File: src/ionib_pkg.sv
// Purpose: Constants for the nibble debug and control register bank.
// Assumes: AXI4-Lite slave with 32-bit data and 16-bit registers.
// Notes: The byte address of each register is four times its index.
package ionib_pkg;
    localparam int ADDR_W = 10;
    localparam int DATA_W = 32;
    localparam int STRB_W = 4;
    localparam int REG_W = 16;
    localparam int IDX_W = 8;
    localparam int ADDR_LSB = 2;
    localparam int SEL_W = 8;
    localparam int BYTE_W = 8;
    localparam logic [IDX_W-1:0] IDX_WR_STATUS = 8'h37;
    localparam logic [IDX_W-1:0] IDX_INDEX = 8'h38;
    localparam logic [IDX_W-1:0] IDX_RD_STATUS = 8'h39;
    localparam logic [IDX_W-1:0] IDX_CNT_CTRL = 8'h3A;
    localparam logic [IDX_W-1:0] IDX_UNDEC_LO = 8'h3B;
    localparam logic [IDX_W-1:0] IDX_UNDEC_HI = 8'h3F;
    localparam logic [IDX_W-1:0] IDX_NIB_A = 8'h40;
    localparam logic [IDX_W-1:0] IDX_NIB_B = 8'h41;
    localparam logic [REG_W-1:0] ZERO_REG = 16'h0000;
    localparam logic [REG_W-1:0] MASK_INDEX = 16'hFFFF;
    localparam logic [REG_W-1:0] MASK_CNT = 16'h0001;
    localparam logic [REG_W-1:0] MASK_NIB_A = 16'h007F;
    localparam logic [REG_W-1:0] MASK_NIB_B = 16'h0FFF;
    localparam logic [SEL_W-1:0] SEL_NONE = 8'h00;
    localparam int WSEL_LO = 8;
    localparam int RSEL_LO = 0;
    localparam int SEL_EXT_BIT = 7;
    localparam int CNT_GO_BIT = 0;
    localparam int NA_POS_SRC = 0;
    localparam int NA_NEG_SRC = 1;
    localparam int NA_RX_INV = 2;
    localparam int NA_SERIAL = 3;
    localparam int NA_TX_GATE_OFF = 4;
    localparam int NA_RX_GATE_OFF = 5;
    localparam int NA_RXGATE_EXT = 6;
    localparam int NB_RX_PH_P = 0;
    localparam int NB_RX_PH_N = 1;
    localparam int NB_TX_LO = 2;
    localparam int NB_TX_HI = 11;
    localparam int TX_PH_W = 10;
    localparam logic [1:0] RESP_OKAY = 2'b00;
    typedef enum logic [1:0] {
        IONIB_WR_IDLE = 2'b00,
        IONIB_WR_RESP = 2'b01
    } ionib_wr_e;
endpackage : ionib_pkg

File: src/ionib_regs.sv
// Purpose: Debug status routing and nibble clock/phase control registers.
// Assumes: AXI4-Lite master; all inputs synchronous to CLK.
// Notes: Undecoded indices and reserved bits read zero and ignore writes.
// Summary of operation
// - Index upper byte routes write status; lower byte selects read status source.
// - Read status returns selected source word; read-only, resets to zero.
// - Debug control bit 0 starts the debug counter; other bits reserved.
// - Indices 0x3B to 0x3F are not decoded and hold no storage.
// - Control A bits 0 and 1 pick neighbour or own strobe clock.
// - Control A bit 2 inverts receive clock from the input buffer.
// - Control A bit 3 selects serial sampling; reverts when delay ready rises.
// - Control A bit 4 disables write clock gating.
// - Control A bit 5 disables read clock gating.
// - Control B bits 0 and 1 shift received clocks by 90 degrees.
// - Control B bits 2 to 11 delay each transmitter phase 90 degrees.
//
// Added by the designer: the AXI4-Lite interface to the registers.
`timescale 1ns/1ps
`default_nettype none
module ionib_regs (
    input wire logic CLK,
    input wire logic RESET_N,
    input wire logic [ionib_pkg::ADDR_W-1:0] S_AXI_AWADDR,
    input wire logic S_AXI_AWVALID,
    output logic S_AXI_AWREADY,
    input wire logic [ionib_pkg::DATA_W-1:0] S_AXI_WDATA,
    input wire logic [ionib_pkg::STRB_W-1:0] S_AXI_WSTRB,
    input wire logic S_AXI_WVALID,
    output logic S_AXI_WREADY,
    output logic [1:0] S_AXI_BRESP,
    output logic S_AXI_BVALID,
    input wire logic S_AXI_BREADY,
    input wire logic [ionib_pkg::ADDR_W-1:0] S_AXI_ARADDR,
    input wire logic S_AXI_ARVALID,
    output logic S_AXI_ARREADY,
    output logic [ionib_pkg::DATA_W-1:0] S_AXI_RDATA,
    output logic [1:0] S_AXI_RRESP,
    output logic S_AXI_RVALID,
    input wire logic S_AXI_RREADY,
    input wire logic [ionib_pkg::REG_W-1:0] WR_STATUS_IN,
    output logic [ionib_pkg::SEL_W-1:0] DEBUG_WRITE_SELECT,
    output logic CAL_WR_EN,
    output logic EXT_WR_EN,
    output logic [ionib_pkg::REG_W-1:0] WR_STATUS_OUT,
    output logic [ionib_pkg::SEL_W-1:0] DEBUG_READ_SELECT,
    input wire logic [ionib_pkg::REG_W-1:0] CAL_RD_STATUS,
    input wire logic [ionib_pkg::REG_W-1:0] EXT_RD_STATUS,
    output logic DEBUG_COUNTER_GO,
    output logic POS_STROBE_SOURCE_SEL,
    output logic NEG_STROBE_SOURCE_SEL,
    output logic RECEIVE_CLOCK_INVERT,
    output logic SERIAL_MODE,
    output logic TX_GATE_OFF,
    output logic RX_GATE_OFF,
    output logic RXGATE_EXTEND,
    input wire logic DELAY_READY,
    output logic RX_PHASE_P,
    output logic RX_PHASE_N,
    output logic [ionib_pkg::TX_PH_W-1:0] TX_PHASE_90
);
    import ionib_pkg::*;

    function automatic logic [IDX_W-1:0] reg_index(input logic [ADDR_W-1:0] a);
        reg_index = a[ADDR_W-1:ADDR_LSB];
    endfunction : reg_index

    function automatic logic [REG_W-1:0] merge(
        input logic [REG_W-1:0] old,
        input logic [DATA_W-1:0] d,
        input logic [STRB_W-1:0] s,
        input logic [REG_W-1:0] mask
    );
        logic [REG_W-1:0] m;
        m[BYTE_W-1:0] = s[0] ? d[BYTE_W-1:0] : old[BYTE_W-1:0];
        m[REG_W-1:BYTE_W] = s[1] ? d[REG_W-1:BYTE_W] : old[REG_W-1:BYTE_W];
        merge = m & mask;
    endfunction : merge

    function automatic logic is_undec(input logic [IDX_W-1:0] i);
        is_undec = (i >= IDX_UNDEC_LO) && (i <= IDX_UNDEC_HI);
    endfunction : is_undec

    ionib_wr_e wr_state;
    ionib_wr_e next_wr_state;
    logic aw_held;
    logic w_held;
    logic [ADDR_W-1:0] aw_addr;
    logic [DATA_W-1:0] w_data;
    logic [STRB_W-1:0] w_strb;
    logic wr_go;
    logic [IDX_W-1:0] wr_idx;
    logic [REG_W-1:0] sel_index;
    logic [REG_W-1:0] cnt_ctrl;
    logic [REG_W-1:0] nib_a;
    logic [REG_W-1:0] nib_b;
    logic [REG_W-1:0] wr_status;
    logic [REG_W-1:0] rd_status;
    logic dly_q;
    logic dly_rise;
    logic rvalid;
    logic [DATA_W-1:0] rdata;
    logic [REG_W-1:0] next_rd_value;
    logic [SEL_W-1:0] wsel;
    logic [SEL_W-1:0] rsel;

    // Write channel: address and data are taken independently, then applied.
    assign S_AXI_AWREADY = (wr_state == IONIB_WR_IDLE) && !aw_held;
    assign S_AXI_WREADY = (wr_state == IONIB_WR_IDLE) && !w_held;
    assign S_AXI_BVALID = (wr_state == IONIB_WR_RESP);
    assign S_AXI_BRESP = RESP_OKAY;
    assign wr_go = (wr_state == IONIB_WR_IDLE) && aw_held && w_held;
    assign wr_idx = reg_index(aw_addr);

    always_comb begin
        next_wr_state = wr_state;
        case (wr_state)
            IONIB_WR_IDLE: begin
                if (wr_go) begin
                    next_wr_state = IONIB_WR_RESP;
                end
            end
            IONIB_WR_RESP: begin
                if (S_AXI_BREADY) begin
                    next_wr_state = IONIB_WR_IDLE;
                end
            end
            default: begin
                next_wr_state = IONIB_WR_IDLE;
            end
        endcase
    end

    always_ff @(posedge CLK or negedge RESET_N) begin
        if (!RESET_N) begin
            wr_state <= IONIB_WR_IDLE;
        end else begin
            wr_state <= next_wr_state;
        end
    end

    always_ff @(posedge CLK or negedge RESET_N) begin
        if (!RESET_N) begin
            aw_held <= 1'b0;
            aw_addr <= '0;
        end else if (S_AXI_AWVALID && S_AXI_AWREADY) begin
            aw_held <= 1'b1;
            aw_addr <= S_AXI_AWADDR;
        end else if (wr_go) begin
            aw_held <= 1'b0;
        end
    end

    always_ff @(posedge CLK or negedge RESET_N) begin
        if (!RESET_N) begin
            w_held <= 1'b0;
            w_data <= '0;
            w_strb <= '0;
        end else if (S_AXI_WVALID && S_AXI_WREADY) begin
            w_held <= 1'b1;
            w_data <= S_AXI_WDATA;
            w_strb <= S_AXI_WSTRB;
        end else if (wr_go) begin
            w_held <= 1'b0;
        end
    end

    // Writable registers; any other index, including 0x3B-0x3F, is dropped.
    always_ff @(posedge CLK or negedge RESET_N) begin
        if (!RESET_N) begin
            sel_index <= ZERO_REG;
        end else if (wr_go && wr_idx == IDX_INDEX) begin
            sel_index <= merge(sel_index, w_data, w_strb, MASK_INDEX);
        end
    end

    always_ff @(posedge CLK or negedge RESET_N) begin
        if (!RESET_N) begin
            cnt_ctrl <= ZERO_REG;
        end else if (wr_go && wr_idx == IDX_CNT_CTRL) begin
            cnt_ctrl <= merge(cnt_ctrl, w_data, w_strb, MASK_CNT);
        end
    end

    // A rising delay ready returns serial mode to its reset value; software
    // must write it again afterwards. The revert wins over a same-cycle write.
    assign dly_rise = DELAY_READY && !dly_q;

    always_ff @(posedge CLK or negedge RESET_N) begin
        if (!RESET_N) begin
            dly_q <= 1'b0;
        end else begin
            dly_q <= DELAY_READY;
        end
    end

    always_ff @(posedge CLK or negedge RESET_N) begin
        if (!RESET_N) begin
            nib_a <= ZERO_REG;
        end else begin
            if (wr_go && wr_idx == IDX_NIB_A) begin
                nib_a <= merge(nib_a, w_data, w_strb, MASK_NIB_A);
            end
            if (dly_rise) begin
                nib_a[NA_SERIAL] <= ZERO_REG[NA_SERIAL];
            end
        end
    end

    always_ff @(posedge CLK or negedge RESET_N) begin
        if (!RESET_N) begin
            nib_b <= ZERO_REG;
        end else if (wr_go && wr_idx == IDX_NIB_B) begin
            nib_b <= merge(nib_b, w_data, w_strb, MASK_NIB_B);
        end
    end

    // Debug status routing and capture.
    assign wsel = sel_index[WSEL_LO+SEL_W-1:WSEL_LO];
    assign rsel = sel_index[RSEL_LO+SEL_W-1:RSEL_LO];
    assign DEBUG_WRITE_SELECT = wsel;
    assign DEBUG_READ_SELECT = rsel;
    assign CAL_WR_EN = (wsel != SEL_NONE) && !wsel[SEL_EXT_BIT];
    assign EXT_WR_EN = wsel[SEL_EXT_BIT];
    assign WR_STATUS_OUT = wr_status;

    always_ff @(posedge CLK or negedge RESET_N) begin
        if (!RESET_N) begin
            wr_status <= ZERO_REG;
        end else begin
            wr_status <= WR_STATUS_IN;
        end
    end

    always_ff @(posedge CLK or negedge RESET_N) begin
        if (!RESET_N) begin
            rd_status <= ZERO_REG;
        end else begin
            rd_status <= rsel[SEL_EXT_BIT] ? EXT_RD_STATUS : CAL_RD_STATUS;
        end
    end

    assign DEBUG_COUNTER_GO = cnt_ctrl[CNT_GO_BIT];
    assign POS_STROBE_SOURCE_SEL = nib_a[NA_POS_SRC];
    assign NEG_STROBE_SOURCE_SEL = nib_a[NA_NEG_SRC];
    assign RECEIVE_CLOCK_INVERT = nib_a[NA_RX_INV];
    assign SERIAL_MODE = nib_a[NA_SERIAL];
    assign TX_GATE_OFF = nib_a[NA_TX_GATE_OFF];
    assign RX_GATE_OFF = nib_a[NA_RX_GATE_OFF];
    assign RXGATE_EXTEND = nib_a[NA_RXGATE_EXT];
    assign RX_PHASE_P = nib_b[NB_RX_PH_P];
    assign RX_PHASE_N = nib_b[NB_RX_PH_N];
    assign TX_PHASE_90 = nib_b[NB_TX_HI:NB_TX_LO];

    // Read channel: one read at a time, answered from a flop the next cycle.
    assign S_AXI_ARREADY = !rvalid;
    assign S_AXI_RVALID = rvalid;
    assign S_AXI_RDATA = rdata;
    assign S_AXI_RRESP = RESP_OKAY;

    always_comb begin
        case (reg_index(S_AXI_ARADDR))
            IDX_WR_STATUS: next_rd_value = wr_status;
            IDX_INDEX: next_rd_value = sel_index;
            IDX_RD_STATUS: next_rd_value = rd_status;
            IDX_CNT_CTRL: next_rd_value = cnt_ctrl;
            IDX_NIB_A: next_rd_value = nib_a;
            IDX_NIB_B: next_rd_value = nib_b;
            default: next_rd_value = ZERO_REG;
        endcase
    end

    always_ff @(posedge CLK or negedge RESET_N) begin
        if (!RESET_N) begin
            rvalid <= 1'b0;
            rdata <= '0;
        end else if (S_AXI_ARVALID && S_AXI_ARREADY) begin
            rvalid <= 1'b1;
            rdata <= {{(DATA_W-REG_W){1'b0}}, next_rd_value};
        end else if (S_AXI_RREADY) begin
            rvalid <= 1'b0;
        end
    end
endmodule : ionib_regs
`default_nettype wire

File: config.mk
export PLATFORM = sky130hd
export DESIGN_NAME = ionib_regs
export DESIGN_NICKNAME = d
export VERILOG_FILES = /design/src/ionib_pkg.sv /design/src/ionib_regs.sv
export SDC_FILE = /design/constraint.sdc
export NUM_CORES = 1
export LEC_CHECK = 0
export ABC_CLOCK_PERIOD_IN_PS = 2800
export BUFFER_PORTS_ARGS = -buffer_cell sky130_fd_sc_hd__buf_2
export CORE_MARGIN = 5
export CORE_UTILIZATION = 50
export CTS_BUF_LIST = sky130_fd_sc_hd__clkbuf_8 sky130_fd_sc_hd__clkbuf_16
export CTS_CLUSTER_SIZE = 12
export DETAILED_ROUTE_END_ITERATION = 12
export PLACE_DENSITY = 0.83
export SLEW_MARGIN = 0
export SYNTH_ARGS = -nofsm -noshare
export SYNTH_HDL_FRONTEND = slang
export SYNTH_SLANG_ARGS = --single-unit
export TNS_END_PERCENT = 100
File: constraint.sdc
create_clock -name CLK -period 2.8 [get_ports CLK]
set_clock_uncertainty 0.15 [all_clocks]
set_input_delay 0.28 -clock CLK [delete_from_list [all_inputs] [get_ports CLK]]
set_output_delay 0.28 -clock CLK [all_outputs]
set_load 0.03 [all_outputs]
# Yosys cells after proc, flatten, opt, wreduce, memory -nomap -nowiden
# Index checks and enable logic that the tools add are counted.
word_totals:
  regBits: 118
  input_bits: 112
  output_inout_bits: 95
  elab_cells: 77
classes:
  n_eq_ne: 13
  mux: 13
  n_reduce_logical: 33
op_table:
  columns: ["operator", "count"]
  rows:
  - ["16-bit case mux with 6 select lines", 1]
  - ["8-bit by 6-bit == test with 1-bit output, second input constant", 6]
  - ["8-bit by 7-bit == test with 1-bit output, second input constant", 4]
  - ["16-bit 2-to-1 mux", 1]
  - ["2-bit AND reduction", 8]
  - ["1-bit logical AND", 13]
  - ["2-bit nonzero test", 5]
  - ["4-bit 2-to-1 mux", 2]
  - ["8-bit nonzero test", 1]
  - ["1-bit 2-to-1 mux", 6]
  - ["1-bit logical NOT", 5]
  - ["2-bit 2-to-1 mux", 2]
  - ["2-bit case mux with 2 select lines", 1]
  - ["2-bit by 1-bit == test with 1-bit output, second input constant", 1]
  - ["2-bit logical NOT", 1]
  - ["2-bit by 1-bit inequality test with 1-bit output, second input constant", 1]
  - ["2-bit inequality test, second input constant", 1]

# Depth between registers and ports, before layout
depth:
  word_depth: 6
  ltp_mapped: 7

# Worst setup path before layout
# OpenSTA, ideal clock, no wires.
synth_path:
  path_type: "flip-flop to flip-flop"
  startpoint: "reg wr_state[0]"
  endpoint: "reg aw_addr[2]"
  setup_ns: 0.125
  t_arrival_ns: 1.862
  t_required_ns: 2.525
  slack_ns: 0.663
  path_stages_with_launch: 5
  path_buffers: 1
  period_less_slack_ns: 2.137
  path_cell_list: "dfrtp_1 > nor2_1 > and2_1 > clkbuf_1 > mux2_2"
synth_via:
  elab_chain_len: 3
synth_lines:
  columns: ["element", "line_no", "rtl"]
  rows:
  - ["start, declared", "ionib_regs.sv:83", "ionib_wr_e wr_state;"]
  - ["start signal, assigned", "ionib_regs.sv:137", "wr_state <= next_wr_state;"]
  - ["2-bit logical NOT", "ionib_regs.sv:107", "assign S_AXI_AWREADY = (wr_state == IONIB_WR_IDLE) && !aw_held;"]
  - ["1-bit logical AND", "ionib_regs.sv:107", null]
  - ["named net S_AXI_AWREADY", "ionib_regs.sv:25", "output logic S_AXI_AWREADY,"]
  - ["1-bit logical AND", "ionib_regs.sv:145", "end else if (S_AXI_AWVALID && S_AXI_AWREADY) begin"]
  - ["end signal, assigned", "ionib_regs.sv:144", "aw_addr <= '0;"]
  - ["end signal, assigned", "ionib_regs.sv:147", "aw_addr <= S_AXI_AWADDR;"]
  - ["end, declared", "ionib_regs.sv:87", "logic [ADDR_W-1:0] aw_addr;"]
# The timed path passes the listed nets, and every way through them passes these cells.
# A chain may end at the register's enable or synchronous reset.

# Worst setup path after layout
layout_path:
  startpoint: "reg sel_index[7]"
  endpoint: "reg rd_status[10]"
layout_via:
  elab_chain_len: 1
layout_lines:
  columns: ["element", "line_no", "rtl"]
  rows:
  - ["start, declared", "ionib_regs.sv:92", "logic [REG_W-1:0] sel_index;"]
  - ["start signal, assigned", "ionib_regs.sv:172", "sel_index <= merge(sel_index, w_data, w_strb, MASK_INDEX);"]
  - ["16-bit 2-to-1 mux", "ionib_regs.sv:238", "rd_status <= rsel[SEL_EXT_BIT] ? EXT_RD_STATUS : CAL_RD_STATUS;"]
  - ["end signal, assigned", "ionib_regs.sv:238", null]
  - ["end, declared", "ionib_regs.sv:97", "logic [REG_W-1:0] rd_status;"]
# Every way passes these cells.

==> key figures <==
Timing
  • Final sum of negative setup slack: 0 ps
  • Share of the cycle needed by the critical path after routing: 81.3%
  • Peak Freq: 439 MHz
  • Worst-case headroom to the max-slew limit: 37.0%
  • Number of max-slew violations in the final report: 0
  • Hold Violations, Final: 0
  • Setup repair after global routing missed its margin: false
  • Total setup violations reported at the end of the flow: 0
  • Minimum period implied by the final worst setup slack: 2280 ps
  • Tightest Pin Transition: ~940 ps

Detailed routing
  • Detailed-route wire length per cell: slightly above 20 um
  • Remaining DRCs: 0
  • Count of nets left with antenna violations after detail routing: 0
  • Via/cell ratio: 5.50
  • Initial drt markers: 216
  • Total iterations of the first detailed-routing run: 5
  • Final wirelength: 15600 um
  • Vias: 4216

Synth
  • Largest family of logic cells by synthesized area: multiplexers
  • Top FF cell, synth: dfrtp_1
  • Warning count from the yosys run: 0
  • Per-instance average area after synthesis: about 14 sq um
  • Xor-xnor portion of the synthesized cell area: 0%
  • Area share of the largest cell type after synthesis: 56.9%
  • Multiplexer fraction of the synthesized cell area: 17.6%
  • Cell types with the largest area share after synthesis: dfrtp_1, mux2_2, buf_4, nand3_1, a221o_1
  • Syn Inst Count: 374
  • Flip-flop and latch count after synthesis: approximately 120
  • Post-synthesis compound-gate area fraction: 9.10%
  • Synthesized cell area: a little over 0.005 sq mm
  • Adder and majority gate portion of the synthesized area: 0%
  • Number of enable-type register cells in the synthesized netlist: 0
  • Share of async-settable or async-resettable flops after synthesis: 100%
  • Count of cell types in the netlist: 42
  • Library cell with the largest summed area after synthesis: dfrtp_1
  • Area fraction in and, or, nand and nor cells after synthesis: 10.9%
  • Part of the Yosys area used for sequential elements: 56.9%

Power and ir drop
  • Total Power: 5800 uW
  • Worst vdd rail ir drop: approximately 0.00056 V
  • Ratio of total power to cell area: 794 mW/mm^2
  • Static Leak: 0.00357 uW

Clock network
  • Number of buffers inserted by hold repair at cts: 79
  • Clock latency on the worst-skew pair: between 500 and 600 ps
  • Deepest level of the CTS H-tree: 4
  • Clock input transition at the sequential cells of the worst setup and hold paths: ~50 ps
  • Clk sink count: 115
  • Post-CTS setup repair buffer count: 0
  • Root buffer selected by CTS: clkbuf_8
  • Clock tree from TritonCTS: built
  • Buffers from clock root to sink, at most: 2
  • CTS Buf Count: 17
  • Number of instances resized during post-cts repair: 0

Global routing
  • Number of antenna violations at the first check in global routing: 0
  • Overall overflow remaining after global route: 0
  • Via count of the first global-routing pass: between 4000 and 5000
  • First-pass GRT wire length: 24900 um
  • Overall fraction of global-route tracks in use: 25.9%
  • Maximum number of pins on one net before global-route repair: 54

Floorplan
  • Top-level I/O count: 207
  • Horizontal extent of the die: between 100 and 150 um
  • Placeable core region: 0.00982 sq mm
  • Starting Density: 51.5%
  • Die footprint: 0.0122 sq mm
  • Row count: 36
  • Die H: 111 um

Finish
  • Net total in the final layout: 733
  • Antenna diode count: 0
  • Area delta synth->final: 44.4%
  • Share of post-route cells with drive strength above 1: 47.0%

Hold path
  • Path type of the worst min-delay path: primary input to register
  • Hold depth: 4

Setup path
  • Critical path type: register to register
  • Critical Path Fanout Max: 19
  • Max stage delay cell, worst path: dfrtp_1
  • Cell Chain, Critical Path: mux2_2 -> dlygate4sd3_1
  • CP peak stage delay: 960 ps
  • Arrival time at the worst endpoint: 2520 ps
  • Crit. End Element: register
  • Nature of the critical path startpoint: register
  • Data required, critical path: 3040 ps
  • Number of cell instances on the worst register-to-register path: 2

Placement
  • Detailed-placement wirelength estimate: 9870 um
  • Weighted congestion at the end of routability-driven global placement: 0.855
  • Count of input and output buffers: 164

Run status
  • Status: finished, final reports clean

Run
  • Reported max-cap violation count: 0
[cell usage after synthesis (2+ instances only)]
| master | number |
|---|---|
| nand2b_1 | 2 |
| a31oi_1 | 5 |
| o21ai_0 | 4 |
| clkbuf_1 | 7 |
| a22oi_1 | 4 |
| mux2_2 | 79 |
| a22o_1 | 6 |
| nand4b_1 | 3 |
| inv_1 | 2 |
| o221a_1 | 3 |
| buf_6 | 3 |
| a21oi_1 | 14 |
| and4b_1 | 2 |
| nor3b_1 | 3 |
| and2_1 | 3 |
| a221o_1 | 11 |
| o221a_2 | 8 |
| buf_4 | 21 |
| nor2b_1 | 4 |
| nor3_1 | 3 |
| nand4_1 | 3 |
| nand2_2 | 2 |
| nor4b_4 | 3 |
| dfrtp_1 | 115 |
| a21o_1 | 2 |
| nand3_1 | 23 |
| nor2_1 | 10 |
| buf_2 | 9 |
| nand2_1 | 7 |
[path summary, 6_finish.rpt]
path / startpoint / endpoint / slack, ps
hold / removal: S_AXI_ARADDR[9] / S_AXI_RDATA[14]$_DFFE_PN0P_ / 80
min in group asynchronous: RESET_N / S_AXI_RDATA[13]$_DFFE_PN0P_ / 210
setup reg to reg: sel_index[7]$_DFFE_PN0P_ / rd_status[10]$_DFF_PN0_ / 520
hold reg to reg: w_data[15]$_DFFE_PN0P_ / sel_index[15]$_DFFE_PN0P_ / 350
setup / recovery: sel_index[7]$_DFFE_PN0P_ / rd_status[10]$_DFF_PN0_ / 520
max in group asynchronous: RESET_N / S_AXI_RDATA[3]$_DFFE_PN0P_ / 1550
[logic make-up after synthesis]
logic type	after synthesis
buffers and inverters	43
DFF	115
other	1
muxes	79
and+or+nand+nor	78
AOI/OAI and AO/OA	58
[flip-flops by register name, summed over array words and instances (netlist names), 7 cells and up]
register / count
nib_b: 12
sel_index: 16
S_AXI_RDATA: 16
w_data: 16
rd_status: 16
WR_STATUS_OUT: 16
aw_addr: 8
nib_a: 7
[critical path: cells and delay by family, from the launching register on]
| kind | cells | cell delay [ps] |
|---|---|---|
| buf+inv | 1 | 590 |
| flops | 1 | 960 |
| mux | 1 | 440 |
[per-stage QoR]
stage	instance area (sq um)	hold slack (ps)	std cells	setup slack (ps)	utilization [%]
2_1_floorplan	5130	-166	393	663	-
4_1_cts	7300	49.4	767	528	74.4
3_3_place_gp	5920	212	656	738	60.3
6_report	7300	83.6	767	524	74.4
3_5_place_dp	5920	224	656	667	60.3
5_1_grt	7300	95.7	767	484	74.4
[layout make-up]
| cell class | count | area (sq um) |
|---|---|---|
| Sequential cell | 115 | 2880 |
| Fill cell | 599 | 2520 |
| Multi-Input combinational cell | 235 | 1980 |
| Timing Repair Buffer | 250 | 1680 |
| Clock buffer | 20 | 455 |
| Tap cell | 133 | 166 |
| Clock inverter | 12 | 138 |
| Inverter | 2 | 7.51 |
[report_power, final]
group / switching [uW] / leakage (uW) / internal (uW)
clock network: 729 / 0.000299 / 1410
registers: 326 / 0.00144 / 2010
logic: 717 / 0.00183 / 612
[cell usage in the layout (no fill, tap or decap), types with 5 or more instances in the layout]
cell type / netlist / final
a221o_1: 11 / 11
conb_1: 1 / 20
o221a_2: 8 / 8
a31oi_1: 5 / 5
clkinv_2: 0 / 5
a22o_1: 6 / 6
nand2_1: 7 / 7
a21oi_1: 14 / 14
buf_4: 21 / 7
dlygate4sd3_1: 0 / 79
clkbuf_16: 0 / 16
nand3_1: 23 / 23
dfrtp_1: 115 / 115
mux2_2: 79 / 79
buf_2: 9 / 163
nor2_1: 10 / 10
[per-layer routing]
metal	vias up	GRT usage, %	share of wire (%)
met5	-	0	0
met4	0	11.5	3.8
met3	53	7.93	7.2
met2	217	44.6	51
met1	2101	29.6	38
li1	1845	-	-
Note: power is estimated with default switching activity, not from simulation.
